File: src/hdl/scfg_pkg.sv
package scfg_pkg;

    // ****************************************
    // register offsets
    // ****************************************
    localparam logic [15:0] ADDR_SYS_MODE = 16'h000D;
    localparam logic [15:0] ADDR_BAT_THR  = 16'h000E;
    localparam logic [15:0] ADDR_MON_CTL  = 16'h000F;
    localparam logic [15:0] ADDR_RIN_TIM  = 16'h0010;

    // ****************************************
    // reset values
    // ****************************************
    localparam logic [7:0] SYS_MODE_RST = 8'h04;
    localparam logic [7:0] BAT_THR_RST  = 8'h06;
    localparam logic [7:0] MON_CTL_RST  = 8'h00;
    localparam logic [7:0] RIN_TIM_RST  = 8'h66;
    localparam logic [7:0] UNMAPPED_RD  = 8'h00;

    // ****************************************
    // field positions
    // ****************************************
    localparam int SYS_INIT_BIT  = 7;
    localparam int SYS_ONE_BIT   = 2;
    localparam int SYS_HZ_BIT    = 1;
    localparam int SYS_STORE_BIT = 0;
    localparam int BAT_RATIO_BIT = 4;
    localparam int BAT_UVLO_MSB  = 2;
    localparam int BAT_UVLO_LSB  = 0;
    localparam int MON_TS_BIT    = 4;
    localparam int MON_IDIS_BIT  = 1;
    localparam int MON_DIV_BIT   = 0;
    localparam int RIN_RST_MSB   = 7;
    localparam int RIN_RST_LSB   = 6;
    localparam int RIN_WAKE2_BIT = 5;
    localparam int RIN_WAKE1_BIT = 4;
    localparam int RIN_ROUT_MSB  = 3;
    localparam int RIN_ROUT_LSB  = 2;
    localparam int RIN_REC_MSB   = 1;
    localparam int RIN_REC_LSB   = 0;

    // ****************************************
    // field encodings
    // ****************************************
    localparam logic [1:0] ROUT_OFF    = 2'h0;
    localparam logic [1:0] ROUT_ON     = 2'h1;
    localparam logic [1:0] ROUT_SUPPLY = 2'h2;
    localparam logic [1:0] REC_UNUSED  = 2'h0;
    localparam logic [1:0] REC_STORE   = 2'h1;
    localparam logic [1:0] REC_HIZ     = 2'h2;
    localparam logic [1:0] PER_RST_4   = 2'h0;
    localparam logic [1:0] PER_RST_8   = 2'h1;
    localparam logic [1:0] PER_RST_10  = 2'h2;

    typedef enum logic {
        SCFG_PL_IDLE  = 1'b0,
        SCFG_PL_DRIVE = 1'b1
    } scfg_pulse_e;

    // ****************************************
    // timing
    // ****************************************
    localparam int CLK_KHZ        = 125000;
    localparam int CLK_PERIOD_NS  = 8;
    localparam int WAKE1_SHORT_MS = 50;
    localparam int WAKE1_LONG_MS  = 500;
    localparam int WAKE2_SHORT_MS = 1000;
    localparam int WAKE2_LONG_MS  = 1500;
    localparam int RST_4_MS       = 4000;
    localparam int RST_8_MS       = 8000;
    localparam int RST_10_MS      = 10000;
    localparam int RST_14_MS      = 14000;
    localparam int ROUT_PULSE_NS  = 64;

    localparam logic [31:0] WAKE1_SHORT_CYC = 32'(WAKE1_SHORT_MS * CLK_KHZ);
    localparam logic [31:0] WAKE1_LONG_CYC  = 32'(WAKE1_LONG_MS * CLK_KHZ);
    localparam logic [31:0] WAKE2_SHORT_CYC = 32'(WAKE2_SHORT_MS * CLK_KHZ);
    localparam logic [31:0] WAKE2_LONG_CYC  = 32'(WAKE2_LONG_MS * CLK_KHZ);
    localparam logic [31:0] RST_4_CYC       = 32'(RST_4_MS * CLK_KHZ);
    localparam logic [31:0] RST_8_CYC       = 32'(RST_8_MS * CLK_KHZ);
    localparam logic [31:0] RST_10_CYC      = 32'(RST_10_MS * CLK_KHZ);
    localparam logic [31:0] RST_14_CYC      = 32'(RST_14_MS * CLK_KHZ);
    localparam logic [3:0]  ROUT_PULSE_CYC  =
        4'((ROUT_PULSE_NS + CLK_PERIOD_NS - 1) / CLK_PERIOD_NS);

endpackage

File: src/hdl/scfg_bank.sv
`timescale 1ns/100ps
module scfg_bank
    import scfg_pkg::*;
#(
    parameter logic [31:0] WAKE1_SHORT_P = WAKE1_SHORT_CYC,
    parameter logic [31:0] WAKE1_LONG_P  = WAKE1_LONG_CYC,
    parameter logic [31:0] WAKE2_SHORT_P = WAKE2_SHORT_CYC,
    parameter logic [31:0] WAKE2_LONG_P  = WAKE2_LONG_CYC,
    parameter logic [31:0] RST_4_P       = RST_4_CYC,
    parameter logic [31:0] RST_8_P       = RST_8_CYC,
    parameter logic [31:0] RST_10_P      = RST_10_CYC,
    parameter logic [31:0] RST_14_P      = RST_14_CYC
) (
    // clock and reset
    input  wire logic        clk,
    input  wire logic        srst,
    // register access from the serial port engine
    input  wire logic        reg_wr,
    input  wire logic        reg_rd,
    input  wire logic [15:0] reg_addr,
    input  wire logic [7:0]  reg_wdata,
    output logic [7:0]       reg_rdata,
    output logic             reg_rvalid,
    // pins and system status
    input  wire logic        reset_request_input_n,
    input  wire logic        external_supply_input,
    input  wire logic        hz_exit,
    output logic             reset_pulse_output_n,
    // configuration outputs
    output logic             high_impedance_entry,
    output logic             storage_entry,
    output logic             divider_ratio_30pct,
    output logic [2:0]       cell_undervoltage_threshold,
    output logic             one_shot_temp_sense,
    output logic             discharge_current_monitor_on,
    output logic             cell_divider_on,
    // hold timer events
    output logic             wake1_evt,
    output logic             wake2_evt,
    output logic             reset_evt
);
    function automatic logic hit(input logic [15:0] a,
                                 input logic [15:0] off);
        return a == off;
    endfunction
    logic        wr_sys, wr_bat, wr_mon, wr_rin, init_regs;
    logic        hz_hw_set, store_hw_set, pulse_start, pulse_allowed;
    logic [1:0]  rout_sel, rec_sel;
    logic [3:0]  pulse_cnt_reg;
    logic [7:0]  rin_reg, rd_next;
    logic [31:0] wake1_cyc, wake2_cyc, reset_cyc;
    scfg_pulse_e pulse_state_reg;

    // ****************************************
    // write decode
    // ****************************************
    assign wr_sys    = reg_wr && hit(reg_addr, ADDR_SYS_MODE);
    assign wr_bat    = reg_wr && hit(reg_addr, ADDR_BAT_THR);
    assign wr_mon    = reg_wr && hit(reg_addr, ADDR_MON_CTL);
    assign wr_rin    = reg_wr && hit(reg_addr, ADDR_RIN_TIM);
    // re-initialise wins over the rest of the same write
    assign init_regs = wr_sys && reg_wdata[SYS_INIT_BIT];
    assign rout_sel  = rin_reg[RIN_ROUT_MSB:RIN_ROUT_LSB];
    assign rec_sel   = rin_reg[RIN_REC_MSB:RIN_REC_LSB];

    // ****************************************
    // system mode register
    // ****************************************
    assign hz_hw_set    = reset_evt && (rec_sel == REC_HIZ);
    assign store_hw_set = reset_evt && (rec_sel == REC_STORE);
    // hardware set beats a software write unless it re-initialises; exit clears only when idle
    always_ff @(posedge clk) begin
        if (srst || init_regs) begin
            high_impedance_entry <= SYS_MODE_RST[SYS_HZ_BIT];
        end else if (hz_hw_set) begin
            high_impedance_entry <= 1'b1;
        end else if (wr_sys) begin
            high_impedance_entry <= reg_wdata[SYS_HZ_BIT];
        end else if (hz_exit) begin
            high_impedance_entry <= 1'b0;
        end
    end

    always_ff @(posedge clk) begin
        if (srst || init_regs) begin
            storage_entry <= SYS_MODE_RST[SYS_STORE_BIT];
        end else if (store_hw_set) begin
            storage_entry <= 1'b1;
        end else if (wr_sys) begin
            storage_entry <= reg_wdata[SYS_STORE_BIT];
        end
    end

    // ****************************************
    // battery threshold and monitor registers
    // ****************************************
    always_ff @(posedge clk) begin
        if (srst || init_regs) begin
            divider_ratio_30pct         <= BAT_THR_RST[BAT_RATIO_BIT];
            cell_undervoltage_threshold <=
                BAT_THR_RST[BAT_UVLO_MSB:BAT_UVLO_LSB];
        end else if (wr_bat) begin
            divider_ratio_30pct         <= reg_wdata[BAT_RATIO_BIT];
            cell_undervoltage_threshold <=
                reg_wdata[BAT_UVLO_MSB:BAT_UVLO_LSB];
        end
    end
    always_ff @(posedge clk) begin
        if (srst || init_regs) begin
            discharge_current_monitor_on <= MON_CTL_RST[MON_IDIS_BIT];
            cell_divider_on              <= MON_CTL_RST[MON_DIV_BIT];
        end else if (wr_mon) begin
            discharge_current_monitor_on <= reg_wdata[MON_IDIS_BIT];
            cell_divider_on              <= reg_wdata[MON_DIV_BIT];
        end
    end

    // trigger bit is self-clearing: one pulse per write of 1
    always_ff @(posedge clk) begin
        if (srst) begin
            one_shot_temp_sense <= 1'b0;
        end else begin
            one_shot_temp_sense <= wr_mon && reg_wdata[MON_TS_BIT];
        end
    end

    // ****************************************
    // reset input timing register
    // ****************************************
    always_ff @(posedge clk) begin
        if (srst || init_regs) begin
            rin_reg <= RIN_TIM_RST;
        end else if (wr_rin) begin
            rin_reg <= reg_wdata;
        end
    end
    always_comb begin
        wake1_cyc = rin_reg[RIN_WAKE1_BIT] ? WAKE1_LONG_P : WAKE1_SHORT_P;
        wake2_cyc = rin_reg[RIN_WAKE2_BIT] ? WAKE2_LONG_P : WAKE2_SHORT_P;
        case (rin_reg[RIN_RST_MSB:RIN_RST_LSB])
            PER_RST_4:  reset_cyc = RST_4_P;
            PER_RST_8:  reset_cyc = RST_8_P;
            PER_RST_10: reset_cyc = RST_10_P;
            default:    reset_cyc = RST_14_P;
        endcase
    end
    scfg_rin_timer u_timer (
        .clk       (clk),
        .srst      (srst),
        .rin_low   (!reset_request_input_n),
        .wake1_cyc (wake1_cyc),
        .wake2_cyc (wake2_cyc),
        .reset_cyc (reset_cyc),
        .wake1_evt (wake1_evt),
        .wake2_evt (wake2_evt),
        .reset_evt (reset_evt)
    );

    // ****************************************
    // reset pulse output
    // ****************************************
    always_comb begin
        case (rout_sel)
            ROUT_ON:     pulse_allowed = 1'b1;
            ROUT_SUPPLY: pulse_allowed = external_supply_input;
            default:     pulse_allowed = 1'b0;
        endcase
    end
    // a new expiry during a pulse is absorbed, not stretched
    assign pulse_start = reset_evt && pulse_allowed &&
                         (pulse_state_reg == SCFG_PL_IDLE);
    always_ff @(posedge clk) begin
        if (srst) begin
            pulse_state_reg      <= SCFG_PL_IDLE;
            pulse_cnt_reg        <= 4'h0;
            reset_pulse_output_n <= 1'b1;
        end else begin
            case (pulse_state_reg)
                SCFG_PL_IDLE: begin
                    if (pulse_start) begin
                        pulse_state_reg      <= SCFG_PL_DRIVE;
                        pulse_cnt_reg        <= ROUT_PULSE_CYC - 4'h1;
                        reset_pulse_output_n <= 1'b0;
                    end
                end
                SCFG_PL_DRIVE: begin
                    if (pulse_cnt_reg == 4'h0) begin
                        pulse_state_reg      <= SCFG_PL_IDLE;
                        reset_pulse_output_n <= 1'b1;
                    end else begin
                        pulse_cnt_reg <= pulse_cnt_reg - 4'h1;
                    end
                end
                default: begin
                    pulse_state_reg      <= SCFG_PL_IDLE;
                    reset_pulse_output_n <= 1'b1;
                end
            endcase
        end
    end

    // ****************************************
    // read path
    // ****************************************
    always_comb begin
        rd_next = UNMAPPED_RD;
        if (hit(reg_addr, ADDR_SYS_MODE)) begin
            rd_next = SYS_MODE_RST & (8'h01 << SYS_ONE_BIT);
            rd_next[SYS_HZ_BIT]    = high_impedance_entry;
            rd_next[SYS_STORE_BIT] = storage_entry;
        end else if (hit(reg_addr, ADDR_BAT_THR)) begin
            rd_next[BAT_RATIO_BIT] = divider_ratio_30pct;
            rd_next[BAT_UVLO_MSB:BAT_UVLO_LSB] = cell_undervoltage_threshold;
        end else if (hit(reg_addr, ADDR_MON_CTL)) begin
            rd_next[MON_IDIS_BIT] = discharge_current_monitor_on;
            rd_next[MON_DIV_BIT]  = cell_divider_on;
        end else if (hit(reg_addr, ADDR_RIN_TIM)) begin
            rd_next = rin_reg;
        end
    end
    always_ff @(posedge clk) begin
        if (srst) begin
            reg_rdata  <= 8'h00;
            reg_rvalid <= 1'b0;
        end else begin
            reg_rvalid <= reg_rd;
            if (reg_rd) begin
                reg_rdata <= rd_next;
            end
        end
    end

    // ****************************************
    // checks
    // ****************************************
    property p_hz_exit;
        @(posedge clk) disable iff (srst)
        hz_exit && !wr_sys && !hz_hw_set |=> !high_impedance_entry;
    endproperty
    a_hz_exit: assert property (p_hz_exit)
        else $error("hz bit not cleared on exit");
    property p_ratio;
        @(posedge clk) disable iff (srst)
        wr_bat |=> divider_ratio_30pct == $past(reg_wdata[BAT_RATIO_BIT]);
    endproperty
    a_ratio: assert property (p_ratio)
        else $error("divider ratio not taken from write");
    property p_ts_once;
        @(posedge clk) disable iff (srst)
        wr_mon && reg_wdata[MON_TS_BIT] |=> one_shot_temp_sense ##1
            (!one_shot_temp_sense || $past(wr_mon && reg_wdata[MON_TS_BIT]));
    endproperty
    a_ts_once: assert property (p_ts_once)
        else $error("temperature trigger not a single pulse");
    property p_pulse_len;
        @(posedge clk) disable iff (srst)
        pulse_start |=> !reset_pulse_output_n [*8] ##1 reset_pulse_output_n;
    endproperty
    a_pulse_len: assert property (p_pulse_len)
        else $error("reset pulse length wrong");
    property p_pulse_off;
        @(posedge clk) disable iff (srst)
        reset_evt && reset_pulse_output_n &&
        (rout_sel == ROUT_OFF || rout_sel == 2'h3) |=> reset_pulse_output_n;
    endproperty
    a_pulse_off: assert property (p_pulse_off)
        else $error("reset pulse driven while disabled");
    property p_supply_gate;
        @(posedge clk) disable iff (srst)
        reset_evt && reset_pulse_output_n && rout_sel == ROUT_SUPPLY
            |=> reset_pulse_output_n == !$past(external_supply_input);
    endproperty
    a_supply_gate: assert property (p_supply_gate)
        else $error("supply-gated pulse wrong");
    property p_expiry_hiz;
        @(posedge clk) disable iff (srst)
        reset_evt && rec_sel == REC_HIZ && !init_regs
            |=> high_impedance_entry;
    endproperty
    a_expiry_hiz: assert property (p_expiry_hiz)
        else $error("expiry did not enter high impedance");
    property p_expiry_unused;
        @(posedge clk) disable iff (srst)
        reset_evt && (rec_sel == REC_UNUSED || rec_sel == 2'h3) &&
        !wr_sys && !hz_exit
            |=> $stable(storage_entry) && $stable(high_impedance_entry);
    endproperty
    a_expiry_unused: assert property (p_expiry_unused)
        else $error("unused transition changed mode");
endmodule // scfg_bank

File: src/hdl/scfg_rin_timer.sv
`timescale 1ns/100ps
module scfg_rin_timer
    import scfg_pkg::*;
(
    // clock and reset
    input  wire logic        clk,
    input  wire logic        srst,
    // request level and periods
    input  wire logic        rin_low,
    input  wire logic [31:0] wake1_cyc,
    input  wire logic [31:0] wake2_cyc,
    input  wire logic [31:0] reset_cyc,
    // one-cycle expiry events
    output logic             wake1_evt,
    output logic             wake2_evt,
    output logic             reset_evt
);

    logic [31:0] hold_cnt_reg;

    // ****************************************
    // low-level hold counter
    // ****************************************
    // saturates so a stuck-low input cannot wrap and fire twice
    always_ff @(posedge clk) begin
        if (srst || !rin_low) begin
            hold_cnt_reg <= '0;
        end else if (hold_cnt_reg != 32'hFFFFFFFF) begin
            hold_cnt_reg <= hold_cnt_reg + 32'h1;
        end
    end

    always_ff @(posedge clk) begin
        if (srst) begin
            wake1_evt <= 1'b0;
            wake2_evt <= 1'b0;
            reset_evt <= 1'b0;
        end else begin
            wake1_evt <= rin_low && (hold_cnt_reg == wake1_cyc - 32'h1);
            wake2_evt <= rin_low && (hold_cnt_reg == wake2_cyc - 32'h1);
            reset_evt <= rin_low && (hold_cnt_reg == reset_cyc - 32'h1);
        end
    end

    property p_hold_fire;
        @(posedge clk) disable iff (srst)
        rin_low && (hold_cnt_reg == reset_cyc - 32'h1)
            |=> reset_evt && (hold_cnt_reg == $past(reset_cyc));
    endproperty
    a_hold_fire: assert property (p_hold_fire)
        else $error("reset hold expiry not flagged on time");

    property p_release_clears;
        @(posedge clk) disable iff (srst)
        !rin_low |=> hold_cnt_reg == 32'h0 && !wake1_evt && !wake2_evt;
    endproperty
    a_release_clears: assert property (p_release_clears)
        else $error("hold count survived release of the request");

endmodule // scfg_rin_timer

File: config.mk
export PLATFORM = sky130hd
export DESIGN_NAME = scfg_bank
export DESIGN_NICKNAME = d
export VERILOG_FILES = /design/src/hdl/scfg_pkg.sv /design/src/hdl/scfg_bank.sv /design/src/hdl/scfg_rin_timer.sv
export SDC_FILE = /design/constraint.sdc
export NUM_CORES = 1
export LEC_CHECK = 0
export BUFFER_PORTS_ARGS = -buffer_cell sky130_fd_sc_hd__buf_2
export CAP_MARGIN = 20
export CELL_PAD_IN_SITES_DETAIL_PLACEMENT = 1
export CELL_PAD_IN_SITES_GLOBAL_PLACEMENT = 1
export CORE_ASPECT_RATIO = 2
export CORE_MARGIN = 2
export CORE_UTILIZATION = 43
export CTS_CLUSTER_DIAMETER = 150
export DETAILED_ROUTE_END_ITERATION = 6
export PLACE_DENSITY_LB_ADDON = 0.1
export SLEW_MARGIN = 40
export SYNTH_ARGS = -nofsm -noshare
export SYNTH_HDL_FRONTEND = slang
export SYNTH_SLANG_ARGS = --single-unit
File: constraint.sdc
create_clock -name clk -period 2.7 [get_ports clk]
set_input_delay 0.54 -clock clk [delete_from_list [all_inputs] [get_ports clk]]
set_output_delay 0.54 -clock clk [all_outputs]
set_load 0.02 [all_outputs]
Word level (Yosys, flattened, before mapping)
Cells that the tools add are included.
{ "word_totals": {"register_bits": 67, "output_inout_bits": 22, "word_cells": 88, "in_bits": 31} }
{ "op_classes": {"reduce_logical": 22, "eq_ne": 17, "addsub": 5, "mux": 26, "bitwise": 1} }
{ "ops": {"columns": ["operator", "count"], "rows": [
  ["== test 32 bit", 3],
  ["case mux 31 bit (3 select lines)", 1],
  ["== test 16 x 4 -> 1 bit (second input constant)", 3],
  ["adder 32 x 1 -> 32 bit (second input constant)", 1],
  ["inequality test 32 bit (second input constant)", 1],
  ["subtractor 31 x 1 -> 32 bit (second input constant)", 1],
  ["subtractor 28 x 1 -> 29 bit (second input constant)", 1],
  ["two-way mux 28 bit", 1],
  ["subtractor 26 x 1 -> 27 bit (second input constant)", 1],
  ["two-way mux 26 bit", 1],
  ["== test 16 x 5 -> 1 bit (second input constant)", 1],
  ["two-way mux 8 bit", 2],
  ["logical AND 1 bit", 13],
  ["two-way mux 1 bit", 11],
  ["two-way mux 4 bit", 2],
  ["case mux 4 bit (2 select lines)", 1],
  ["== test 2 x 1 -> 1 bit (second input constant)", 3],
  ["== test 2 bit (second input constant)", 3],
  ["two-way mux 3 bit", 2],
  ["two-way mux 6 bit", 1],
  ["case mux 1 bit (2 select lines)", 3],
  ["zero test 4 bit", 1],
  ["inequality test 2 bit (second input constant)", 2],
  ["AND reduction 2 bit", 2],
  ["other kinds (9)", 10]
]} }

Depth between registers and ports, before layout
Gate-level depths: netlist of the first run.
{ "logic_depth": {"depth_word": 6, "depth_mapped": 8, "mapped_depth_nobuf": 7} }

Cells and area by module
From an unflattened synthesis of the first run, not the netlist that was laid out.
{ "hier_totals": {"hier_cells": 928, "area_unflattened_um2": 6776.5} }
{ "modules_own_cells": {"columns": ["module", "area_per_inst_um2", "cells_per_inst", "instances", "seq_area_each_um2"], "rows": [
  ["scfg_rin_timer", 5049.8, 713, 1, 700.7],
  ["scfg_bank", 1726.7, 215, 1, 640.6]
]} }

Least setup slack after synthesis of the first run
OpenSTA, ideal clock, no wires.
{ "synth_timing": {"path_type": "in2reg", "start": "in reg_addr[5]", "end": "reg cell_divider_on", "path_buffers": 2, "required_ps": 2583, "path_stages": 7, "arrival_ps": 2147, "setup_time_ps": 117, "setup_slack_ps": 436, "cell_sequence": "or4_4 buf_6 or3_4 nor3_4 a21o_1 buf_2 nor2_1"} }
{ "synth_between": {"elab_chain_cells": 4, "word_cells_on_any_way": 6, "cone_classes": "2 x eq/ne; 4 x reduce/logical"} }
{ "synth_lines": {"columns": ["item", "line_no", "source"], "rows": [
  ["start, declared", "scfg_bank.sv:20", "input wire logic [15:0] reg_addr,"],
  ["== test 16 x 4 -> 1 bit", "scfg_bank.sv:44", "return a == off;"],
  ["logical AND 1 bit", "scfg_bank.sv:57", "assign wr_sys = reg_wr && hit(reg_addr, ADDR_SYS_MODE);"],
  ["logical AND 1 bit", "scfg_bank.sv:62", "assign init_regs = wr_sys && reg_wdata[SYS_INIT_BIT];"],
  ["logical OR 1 bit", "scfg_bank.sv:109", "if (srst || init_regs) begin"],
  ["end signal, assigned", "scfg_bank.sv:111", "cell_divider_on <= MON_CTL_RST[MON_DIV_BIT];"],
  ["end signal, assigned", "scfg_bank.sv:114", "cell_divider_on <= reg_wdata[MON_DIV_BIT];"],
  ["end, declared", "scfg_bank.sv:36", "output logic cell_divider_on,"]
]} }
Parallel ways exist; a longest one is shown, timed or not.
A chain may end at the register's enable or synchronous reset.

Final worst setup path of the first run
{ "layout_timing": {"start": "reg u_timer.hold_cnt_reg[0]", "end": "reg u_timer.hold_cnt_reg[11]"} }
{ "layout_between": {"elab_chain_cells": 1, "word_cells_on_any_way": 2, "cone_classes": "1 x add/sub; 1 x eq/ne"} }
{ "layout_lines": {"columns": ["item", "line_no", "source"], "rows": [
  ["start, declared", "scfg_rin_timer.sv:19", "logic [31:0] hold_cnt_reg;"],
  ["start signal, assigned", "scfg_rin_timer.sv:29", "hold_cnt_reg <= hold_cnt_reg + 32'h1;"],
  ["adder 32 x 1 -> 32 bit / inequality test 32 bit (equally long branches)", "scfg_rin_timer.sv:29, scfg_rin_timer.sv:28", null]
]} }
Parallel ways exist; a longest one is shown, timed or not.

==> results of run 1 <==
layout make-up:
cell class | instances | area share (%)
clock buffer | 9 | 5.062
clock inverter | 7 | 1.209
inverter | 11 | 0.9280
multi-input combinational | 343 | 49.61
sequential | 67 | 30.15
tap | 100 | 2.812
timing repair buffer | 78 | 10.24
synth_stat cells, types with 3 or more instances:
master,count
nor4bb_1,3
or4_4,3
nand2b_1,8
nand3b_1,3
inv_1,11
nor2_1,52
nand4_1,14
xor2_1,8
nand2_1,49
a21oi_1,24
a2111oi_0,3
xnor2_1,26
nor3_4,3
or3_1,4
nor2b_1,3
nor3b_1,5
o21ai_0,4
nor4b_1,7
nand4b_1,5
and3_1,3
nand3_1,23
and2_1,5
dfxtp_1,67
o211ai_1,4
ha_1,10
nor3_1,17
clkbuf_1,16
mux2i_1,7
buf_2,10
nor4_1,14
power by group:
group | internal [mW] | leakage, nW | switching, mW
sequential | 0.992 | 0.541 | 0.00253
combinational | 0.0309 | 0.976 | 0.0516
clock | 0.625 | 0.128 | 0.464
total | 1.65 | 1.64 | 0.518
worst max-delay path by stage:
stage / start / to / slack (ns) / cells after the start
floorplan: reg_addr[5] / cell_divider_on$_SDFFE_PP0P_ / 0.44 / 7
global placement: reg_addr[0] / rin_reg[3]$_SDFFE_PP0P_ / 0.25 / 6
detailed placement: reg_addr[13] / discharge_current_monitor_on$_SDFFE_PP0P_ / 0.19 / 6
CTS: u_timer.hold_cnt_reg[0]$_SDFFE_PP0P_ / u_timer.hold_cnt_reg[11]$_SDFFE_PP0P_ / 0.24 / 7
global route: u_timer.hold_cnt_reg[0]$_SDFFE_PP0P_ / u_timer.hold_cnt_reg[11]$_SDFFE_PP0P_ / 0.08 / 7
finish: u_timer.hold_cnt_reg[0]$_SDFFE_PP0P_ / u_timer.hold_cnt_reg[11]$_SDFFE_PP0P_ / 0.25 / 7
metal layers:
| metal | up-vias | GRT usage [%] | wire (um) |
|---|---|---|---|
| met5 | - | 0 | 0 |
| met4 | 0 | 19.02 | 820 |
| met3 | 41 | 4.018 | 287 |
| met2 | 73 | 53.37 | 7019 |
| met1 | 1751 | 23.22 | 4015 |
| li1 | 1712 | - | - |
critical path, cell delays in order, from the launching register on:
cell     delay [ns]
dfxtp_1        0.39
ha_1           0.26
nand4_2        0.23
or4_4          0.62
or3_1          0.44
nand4_1        0.17
xor2_1         0.16
nor2_1         0.06
stage by stage:
stage                     util (%)  cell area [sq um]  power, mW
after global placement       48.90               4170      1.098
after global routing         52.17               4449      2.233
final                        52.17               4449      2.166
after detailed placement     48.90               4170      1.100
after floorplan                  -               3711      1.059
after CTS                    52.17               4449      2.191
cells by family (layout without fill, tap and decap cells):
family          count (synthesis)  after routing
compound gates                 52             52
xor+xnor                       34             34
fa+ha+maj                      10             10
buf+inv                        38            105
flops                          67             67
mux                             9              9
simple gates                  238            238
==> results.sh, run 1 <==
export IMPL_synth_compound_gate_area_share_pct=9.103
export IMPL_worstPathMaxFanout=6
export IMPL_cts_resized=0
export IMPL_firstDrtPassIters=4
export IMPL_grt_pass1_vias=3726
export IMPL_ant_nets=0
export IMPL_synth_top_family_by_area="simple AND/OR/NAND/NOR gates"
export IMPL_path_class="flip-flop to flip-flop"
export IMPL_rows=48
export IMPL_dieArea_sq_mm=0.009435
export IMPL_synthMuxAreaShare_pct=2.495
export IMPL_multi_input_area_sq_mm=0.002207
export IMPL_fin_setup_tns_ns=0
export IMPL_synth_seq_area_share_pct=36.14
export IMPL_dp_hpwl_mm=9.637
export IMPL_rr_worst_depth=7
export IMPL_powerDensity_mw_per_mm2=486.9
export IMPL_synth_seq_cells=67
export IMPL_fin_worst_skew_ns=0.005105
export IMPL_fin_crit_ns=2.445
export IMPL_cts_buffer_depth=2
export IMPL_hold_start="reg_wdata[5]"
export IMPL_leakagePower_nw=1.644
export IMPL_crit_reg2reg_launch="u_timer.hold_cnt_reg[0]$_SDFFE_PP0P_"
export IMPL_numCtsBuffers=9
export IMPL_worst_slack_ns=0.2548
export IMPL_insertion_delay_ns=0.34
export IMPL_synth_async_sr_flop_share_pct=0
export IMPL_rsz0062_at_grt="no"
export IMPL_ioPinCount=53
export IMPL_setup_violations=0
export IMPL_max_cap_violations=0
export IMPL_cp_arrival_ns=2.65
export IMPL_hold_path_end="rin_reg[5]$_SDFFE_PP1P_"
export IMPL_vdd_drop_max_uv=369.9
export IMPL_synthTopCellsByArea="dfxtp_1 36%, xnor2_1 6.1%, nor2_1 5.3%"
export IMPL_cts_setup_buffers=0
export IMPL_ys_types=54
export IMPL_start_util_pct=43.52
export IMPL_slew_headroom_pct=57.78
export IMPL_synth_edf_count=0
export IMPL_layout_cells_non_filler=615
export IMPL_drc=0
export IMPL_rrSetupSlack_ns=0.25
export IMPL_r2r_end="u_timer.hold_cnt_reg[11]$_SDFFE_PP0P_"
export IMPL_antenna_found_initial=0
export IMPL_status="finished, final reports clean"
export IMPL_dp_cells=599
export IMPL_hold_violations=0
export IMPL_drive_above_1_share_pct=22.33
export IMPL_cp_start_kind="flip-flop"
export IMPL_h_tree_depth=3
export IMPL_vias=3577
export IMPL_synth_area_sq_mm=0.003711
export IMPL_hold_path_class="input port to flip-flop"
export IMPL_synth_top_area_share_pct=36.14
export IMPL_nets=551
export IMPL_syn_to_final_growth_pct=19.89
export IMPL_register_area_sq_mm=0.001341
export IMPL_final_common_cell="dfxtp_1"
export IMPL_synthFlopType="dfxtp_1"
export IMPL_synthAdderAreaFrac_pct=3.372
export IMPL_synth_xor_area_share_pct=8.024
export IMPL_yosysTopAreaCell="dfxtp_1"
export IMPL_cts_tree="yes"
export IMPL_gr_usage_all_layers_pct=26.69
export IMPL_vias_per_cell=5.816
export IMPL_die_w_um=69.69
export IMPL_grt_max_degree=34
export IMPL_period_share_pct=90.56
export IMPL_die_h_um=135.4
export IMPL_required_ns=2.91
export IMPL_whs_path_depth=3
export IMPL_grt_first_pass_wirelength_mm=19.32
export IMPL_routabilityCongestion=0.9115
export IMPL_core_area_sq_mm=0.008528
export IMPL_endpoint_kind="flip-flop"
export IMPL_netlist_instances=448
export IMPL_portBuffers=52
export IMPL_hold_buffers=0
export IMPL_drtIter0Drc=143
export IMPL_path_clk_slew_ns=0.06
export IMPL_overflow=0
export IMPL_wl_mm=12.14
export IMPL_pre_cts_slack_ns=0.1921
export IMPL_drv_slew=0
export IMPL_hold_ws_ns=0.4259
export IMPL_avgRoutedWirePerCell_um=19.74
export IMPL_fill_cells=1094
export IMPL_syn_area_per_cell_sq_um=8.284
export IMPL_yosysWarnings=0
export IMPL_clock_fmax_ghz=0.4090
export IMPL_largest_register_ffs=32
export IMPL_cts_root_buf="clkbuf_16"
export IMPL_n_antenna_cell=0
export IMPL_layout_common_cells="67 x dfxtp_1, 52 x nor2_1, 52 x buf_2, 49 x nand2_1"
export IMPL_syn_nets=489
export IMPL_worst_pin_slew_ns=0.6333
export IMPL_synth_simple_area_share_pct=36.48
export IMPL_cts_sinks=67
Power figures use the tool's default switching activity.
==> inputs of run 2 (changes only) <==
--- a/config.mk
+++ b/config.mk
@@ -14,7 +14,7 @@
 export CORE_UTILIZATION = 43
 export CTS_CLUSTER_DIAMETER = 150
 export DETAILED_ROUTE_END_ITERATION = 6
-export PLACE_DENSITY_LB_ADDON = 0.1
+export PLACE_DENSITY = 0.92
 export SLEW_MARGIN = 40
 export SYNTH_ARGS = -nofsm -noshare
 export SYNTH_HDL_FRONTEND = slang
==> run 2 against run 1 <==
Total power grew 1.1%. Setup slack lost 0.026 ns. Sequential power is essentially flat. Final cell count shrank 1.3%.
==> results.sh, run 2 (synthesized netlist as in run 1, its figures left out) <==
export IMPL_status="finished, final reports clean"
export IMPL_required_ns=2.91
export IMPL_insertion_delay_ns=0.34
export IMPL_routabilityCongestion=0.9534
export IMPL_clock_fmax_ghz=0.4046
export IMPL_design_area_sq_mm=0.004404
export IMPL_drive_above_1_share_pct=21.10
export IMPL_ant_nets=0
export IMPL_dieArea_sq_mm=0.009435
export IMPL_fin_crit_ns=2.471
export IMPL_cts_setup_buffers=0
export IMPL_dpl_cell_area_sq_mm=0.004124
export IMPL_worst_pin_slew_ns=0.7227
export IMPL_syn_to_final_growth_pct=18.68
export IMPL_endpoint_kind="flip-flop"
export IMPL_final_common_cell="dfxtp_1"
export IMPL_antenna_found_initial=0
export IMPL_n_antenna_cell=0
export IMPL_vdd_drop_max_uv=296.2
export IMPL_cp_arrival_ns=2.69
export IMPL_utilization_pct=51.64
export IMPL_path_clk_slew_ns=0.05
export IMPL_rsz0062_at_grt="no"
export IMPL_multi_input_area_sq_mm=0.002213
export IMPL_die_h_um=135.4
export IMPL_overflow=0
export IMPL_rows=48
export IMPL_cts_tree="yes"
export IMPL_firstDrtPassIters=5
export IMPL_core_area_sq_mm=0.008528
export IMPL_die_w_um=69.69
export IMPL_path_class="flip-flop to flip-flop"
export IMPL_cp_start_kind="flip-flop"
export IMPL_drc=0
export IMPL_crit_family="simple AND/OR/NAND/NOR gates"
export IMPL_critPathBufInv=0
export IMPL_cts_buffer_depth=2
export IMPL_grt_max_degree=34
export IMPL_powerDensity_mw_per_mm2=497.5
export IMPL_period_share_pct=91.53
export IMPL_setup_violations=0
export IMPL_avgRoutedWirePerCell_um=20.80
export IMPL_hold_ws_ns=0.4328
export IMPL_slew_headroom_pct=51.82
export IMPL_fin_worst_skew_ns=0.002269
export IMPL_worstPathMaxFanout=6
export IMPL_wl_mm=12.63
export IMPL_hold_buffers=0
export IMPL_cts_sinks=67
export IMPL_gr_usage_all_layers_pct=27.94
export IMPL_grt_pass1_vias=4024
export IMPL_dp_hpwl_mm=9.824
export IMPL_portBuffers=52
export IMPL_nets=544
export IMPL_cts_resized=0
export IMPL_start_util_pct=43.52
export IMPL_numCtsBuffers=9
export IMPL_drv_slew=0
export IMPL_ioPinCount=53
export IMPL_max_cap_violations=0
export IMPL_crit_path_cell_trace="ha_1, nand4_2, or4_4, or3_1, nand4_1, xor2_1, nor2_1"
export IMPL_slowest_stage="or4_4"
export IMPL_largest_register_ffs=32
export IMPL_max_stage_delay_ns=0.63
export IMPL_hold_violations=0
export IMPL_h_tree_depth=3
export IMPL_leakagePower_nw=1.624
export IMPL_register_area_sq_mm=0.001341
export IMPL_grt_first_pass_wirelength_mm=20.20
export IMPL_hold_path_class="input port to flip-flop"
export IMPL_vias=3706
export IMPL_cts_root_buf="clkbuf_16"
export IMPL_fill_cells=1054
export IMPL_fin_setup_tns_ns=0
export IMPL_vias_per_cell=6.105
export IMPL_layout_common_cells="67 x dfxtp_1, 52 x nor2_1, 52 x buf_2, 49 x nand2_1, 26 x xnor2_1"
export IMPL_drtIter0Drc=229
## run 2: worst register-to-register path, stage by stage (launching register included)
cell     delay [ns]
dfxtp_1        0.38
ha_1           0.26
nand4_2        0.22
or4_4          0.63
or3_1          0.46
nand4_1        0.16
xor2_1         0.17
nor2_1         0.06
## run 2: final cells by class
type / count / share of cell area [%]
clock inverters: 2 / 0.2273
multi-input cells: 343 / 50.26
well taps: 100 / 2.841
clock buffers: 13 / 6.136
flip-flops and latches: 67 / 30.45
repair buffers: 71 / 9.148
inverters: 11 / 0.9375
## run 2: report_power, final
part / internal (mW) / leakage (nW) / switching, mW
sequential: 0.993 / 0.541 / 0.00279
combinational: 0.0318 / 0.942 / 0.0539
clock: 0.688 / 0.141 / 0.422
## run 2: worst paths after layout
kind / slack (ns) / endpoint / depth (start not counted) / startpoint
worst max register to register: 0.23 / u_timer.hold_cnt_reg[11]$_SDFFE_PP0P_ / 7 / u_timer.hold_cnt_reg[0]$_SDFFE_PP0P_
worst max-delay path: 0.23 / u_timer.hold_cnt_reg[11]$_SDFFE_PP0P_ / 7 / u_timer.hold_cnt_reg[0]$_SDFFE_PP0P_
worst min-delay path: 0.43 / rin_reg[5]$_SDFFE_PP1P_ / 3 / reg_wdata[5]
worst min register to register: 0.47 / reg_rdata[3]$_SDFFE_PP0P_ / 2 / reg_rdata[3]$_SDFFE_PP0P_
## run 2: metrics by stage
step	power, mW	instances	setup WS [ns]
2_1_floorplan	1.059	448	0.4356
6_report	2.191	607	0.2287
5_1_grt	2.256	607	0.03714
3_3_place_gp	1.099	592	0.2598
4_1_cts	2.205	607	0.2139
3_5_place_dp	1.101	592	0.1822
## run 2: metal layers
metal,vias to the layer above,wire length [um],global-route usage [%]
met5,-,0,0
li1,1697,-,-
met1,1796,3980,23.83
met4,0,839,20.19
met3,60,569,6.101
met2,153,7236,54.91
==> inputs of run 3 (changes only) <==
--- a/config.mk
+++ b/config.mk
@@ -5,16 +5,17 @@
 export SDC_FILE = /design/constraint.sdc
 export NUM_CORES = 1
 export LEC_CHECK = 0
+export ABC_AREA = 1
 export BUFFER_PORTS_ARGS = -buffer_cell sky130_fd_sc_hd__buf_2
 export CAP_MARGIN = 20
 export CELL_PAD_IN_SITES_DETAIL_PLACEMENT = 1
 export CELL_PAD_IN_SITES_GLOBAL_PLACEMENT = 1
 export CORE_ASPECT_RATIO = 2
 export CORE_MARGIN = 2
-export CORE_UTILIZATION = 43
+export CORE_UTILIZATION = 41
 export CTS_CLUSTER_DIAMETER = 150
 export DETAILED_ROUTE_END_ITERATION = 6
-export PLACE_DENSITY = 0.92
+export PLACE_DENSITY = 0.93
 export SLEW_MARGIN = 40
 export SYNTH_ARGS = -nofsm -noshare
 export SYNTH_HDL_FRONTEND = slang
==> run 3 against run 2 <==
Clock power grew 4%. Non-clock buffer count shrank 7. Via count is 28% higher. Combinational power down 1%. Sequential power barely moved. Register-to-register slack improved by 0.28 ns. Flip-flop and latch count stayed put. Global-route usage up 1.6 points. Critical path depth increased by 5. Total power is 1.8% higher. Critical path type unchanged. Critical endpoint is now u_timer.hold_cnt_reg[18]$_SDFFE_PP0P_. Largest cell class unchanged.
==> results.sh, run 3 <==
export IMPL_status="finished, final reports clean"
export IMPL_syn_nets=703
export IMPL_synth_seq_cells=67
export IMPL_fin_worst_skew_ns=0.007021
export IMPL_start_util_pct=41.63
export IMPL_die_h_um=146.2
export IMPL_dieArea_sq_mm=0.01098
export IMPL_drive_above_1_share_pct=14.17
export IMPL_fill_cells=1392
export IMPL_avgRoutedWirePerCell_um=18.18
export IMPL_required_ns=2.99
export IMPL_h_tree_depth=3
export IMPL_ant_nets=0
export IMPL_pre_cts_slack_ns=0.3811
export IMPL_yosysTopAreaCell="dfxtp_1"
export IMPL_layout_common_cells="173 x nand2_1, 93 x inv_1, 88 x nor2_1, 72 x nand3_1, 67 x dfxtp_1"
export IMPL_worst_pin_slew_ns=0.5631
export IMPL_cts_buffer_depth=2
export IMPL_antenna_found_initial=0
export IMPL_wl_mm=15.54
export IMPL_slew_headroom_pct=62.33
export IMPL_layout_cells_non_filler=855
export IMPL_cts_sinks=67
export IMPL_grt_max_degree=26
export IMPL_synth_seq_area_share_pct=32.37
export IMPL_rr_worst_depth=12
export IMPL_whs_path_depth=3
export IMPL_synth_top_area_share_pct=32.37
export IMPL_routabilityCongestion=0.9322
export IMPL_fin_setup_tns_ns=0
export IMPL_powerDensity_mw_per_mm2=461.1
export IMPL_drtIter0Drc=351
export IMPL_clock_fmax_ghz=0.4573
export IMPL_cts_tree="yes"
export IMPL_internal_power_mw=1.721
export IMPL_nets=758
export IMPL_p_sw_share_pct=22.87
export IMPL_r2r_end="u_timer.hold_cnt_reg[18]$_SDFFE_PP0P_"
export IMPL_n_antenna_cell=0
export IMPL_ys_types=34
export IMPL_comb_power_share_pct=3.8
export IMPL_core_area_sq_mm=0.009955
export IMPL_vdd_drop_max_uv=337.7
export IMPL_overflow=0
export IMPL_cts_setup_buffers=0
export IMPL_endpoint_kind="flip-flop"
export IMPL_dp_cells=841
export IMPL_hold_buffers=0
export IMPL_hold_path_end="rin_reg[6]$_SDFFE_PP1P_"
export IMPL_hold_violations=0
export IMPL_cp_start_kind="flip-flop"
export IMPL_synth_area_sq_mm=0.004144
export IMPL_vias=4746
export IMPL_cp_arrival_ns=2.47
export IMPL_worstPathMaxFanout=25
export IMPL_hold_path_class="input port to flip-flop"
export IMPL_yosysWarnings=0
export IMPL_leakagePower_nw=2.167
export IMPL_synthFlopType="dfxtp_1"
export IMPL_synth_edf_count=0
export IMPL_drc=0
export IMPL_netlist_instances=662
export IMPL_crit_reg2reg_launch="u_timer.hold_cnt_reg[0]$_SDFFE_PP0P_"
export IMPL_gr_usage_all_layers_pct=29.58
export IMPL_fin_crit_ns=2.187
export IMPL_path_clk_slew_ns=0.06
export IMPL_setup_violations=0
export IMPL_rsz0062_at_grt="no"
export IMPL_ioPinCount=53
export IMPL_period_share_pct=80.99
export IMPL_startpoint="u_timer.hold_cnt_reg[0]$_SDFFE_PP0P_"
export IMPL_synth_async_sr_flop_share_pct=0
export IMPL_vias_per_cell=5.551
export IMPL_firstDrtPassIters=5
export IMPL_path_depth=12
export IMPL_max_cap_violations=0
export IMPL_p_seq_share_pct=44.5
export IMPL_worst_slack_ns=0.5132
export IMPL_grt_pass1_vias=4892
export IMPL_slowest_stage="dfxtp_1"
export IMPL_largest_register_ffs=32
export IMPL_synth_most_common_cell="nand2_1"
export IMPL_final_common_cell="nand2_1"
export IMPL_crit_path_cell_trace="ha_1, nand2_1, inv_2, nand2_2, inv_2, nand4_2, clkinv_2, nand2_2, buf_4, nand3_1, nand2_1, inv_1"
export IMPL_max_stage_delay_ns=0.40
export IMPL_rows=52
export IMPL_die_w_um=75.09
export IMPL_drv_slew=0
export IMPL_synth_common_cells="173 x nand2_1, 93 x inv_1, 88 x nor2_1"
export IMPL_syn_to_final_growth_pct=16.79
export IMPL_power_switching_uw=510.4
export IMPL_numCtsBuffers=9
export IMPL_hold_start="reg_wdata[6]"
export IMPL_critPathBufInv=5
export IMPL_clkPwrFrac_pct=51.7
export IMPL_synthTopCellsByArea="dfxtp_1 32%, nand2_1 16%, nand3_1 8.7%"
export IMPL_grt_first_pass_wirelength_mm=24.76
export IMPL_dp_hpwl_mm=11.61
export IMPL_portBuffers=52
export IMPL_cts_root_buf="clkbuf_16"
export IMPL_rrSetupSlack_ns=0.51
export IMPL_path_class="flip-flop to flip-flop"
export IMPL_insertion_delay_ns=0.34
export IMPL_syn_area_per_cell_sq_um=6.260
export IMPL_crit_family="simple AND/OR/NAND/NOR gates"
export IMPL_cts_resized=0
==> run 3: cell type report <==
| type | instances | area (sq um) | share of cell area (%) |
|---|---|---|---|
| Timing Repair Buffer | 64 | 350.3 | 7.239 |
| Tap cell | 135 | 168.9 | 3.490 |
| Multi-Input combinational cell | 478 | 2332 | 48.19 |
| Sequential cell | 67 | 1341 | 27.71 |
| Clock buffer | 9 | 225.2 | 4.654 |
| Inverter | 97 | 365.4 | 7.549 |
| Clock inverter | 5 | 56.30 | 1.163 |
==> run 3: power groups by stage <==
stage          combinational [mW]  clock, mW  sequential (mW)
2_1_floorplan              0.0360          0             1.02
3_3_place_gp               0.0793          0             1.02
3_5_place_dp               0.0823          0             1.02
4_1_cts                    0.0838       1.15            0.994
5_1_grt                    0.0929       1.19            0.994
6_report                   0.0846       1.15            0.994
==> run 3: worst max path at each step <==
| stage | slack, ns | end |
|---|---|---|
| after global placement | 0.49 | rin_reg[1]$_SDFFE_PP1P_ |
| final | 0.51 | u_timer.hold_cnt_reg[18]$_SDFFE_PP0P_ |
| after detailed placement | 0.38 | rin_reg[1]$_SDFFE_PP1P_ |
| after floorplan | 1.09 | u_timer.hold_cnt_reg[1]$_SDFFE_PP0P_ |
| after global routing | 0.30 | u_timer.hold_cnt_reg[18]$_SDFFE_PP0P_ |
| after CTS | 0.52 | u_timer.hold_cnt_reg[18]$_SDFFE_PP0P_ |
==> run 3: cell families after synthesis <==
group                      Yosys count  synth area share, %
and+or+nand+nor                    389                41.06
DFF                                 67                32.37
xor gates and xnor gates            10                2.114
buffers and inverters              117                11.35
adders and majority gates           10                3.019
AOI/OAI and AO/OA                   69                10.09
==> run 3: through the flow <==
step                      instance area (sq um)  total power, mW  util (%)  hold slack (ns)
after CTS                                  4840            2.232     48.62           0.4580
after detailed placement                   4558            1.098     45.79           0.4617
after global placement                     4558            1.095     45.79           0.4497
after global routing                       4840            2.275     48.62           0.4870
after floorplan                            4144            1.053         -           0.4519
final                                      4840            2.231     48.62           0.4553
==> run 3: routing by layer <==
metal	global-route usage, %	up-vias	wire length [um]
li1	-	2240	-
met1	36.49	2279	6316
met2	48.16	175	7707
met3	5.659	52	900
met4	13.57	0	618
met5	0	-	0
==> run 3: worst register-to-register path, stage by stage (launching register included) <==
cell and delay (ns):
dfxtp_1 0.40, ha_1 0.29, nand2_1 0.10, inv_2 0.06, nand2_2 0.07, inv_2 0.14
nand4_2 0.13, clkinv_2 0.11, nand2_2 0.33, buf_4 0.31, nand3_1 0.09, nand2_1 0.05
inv_1 0.05
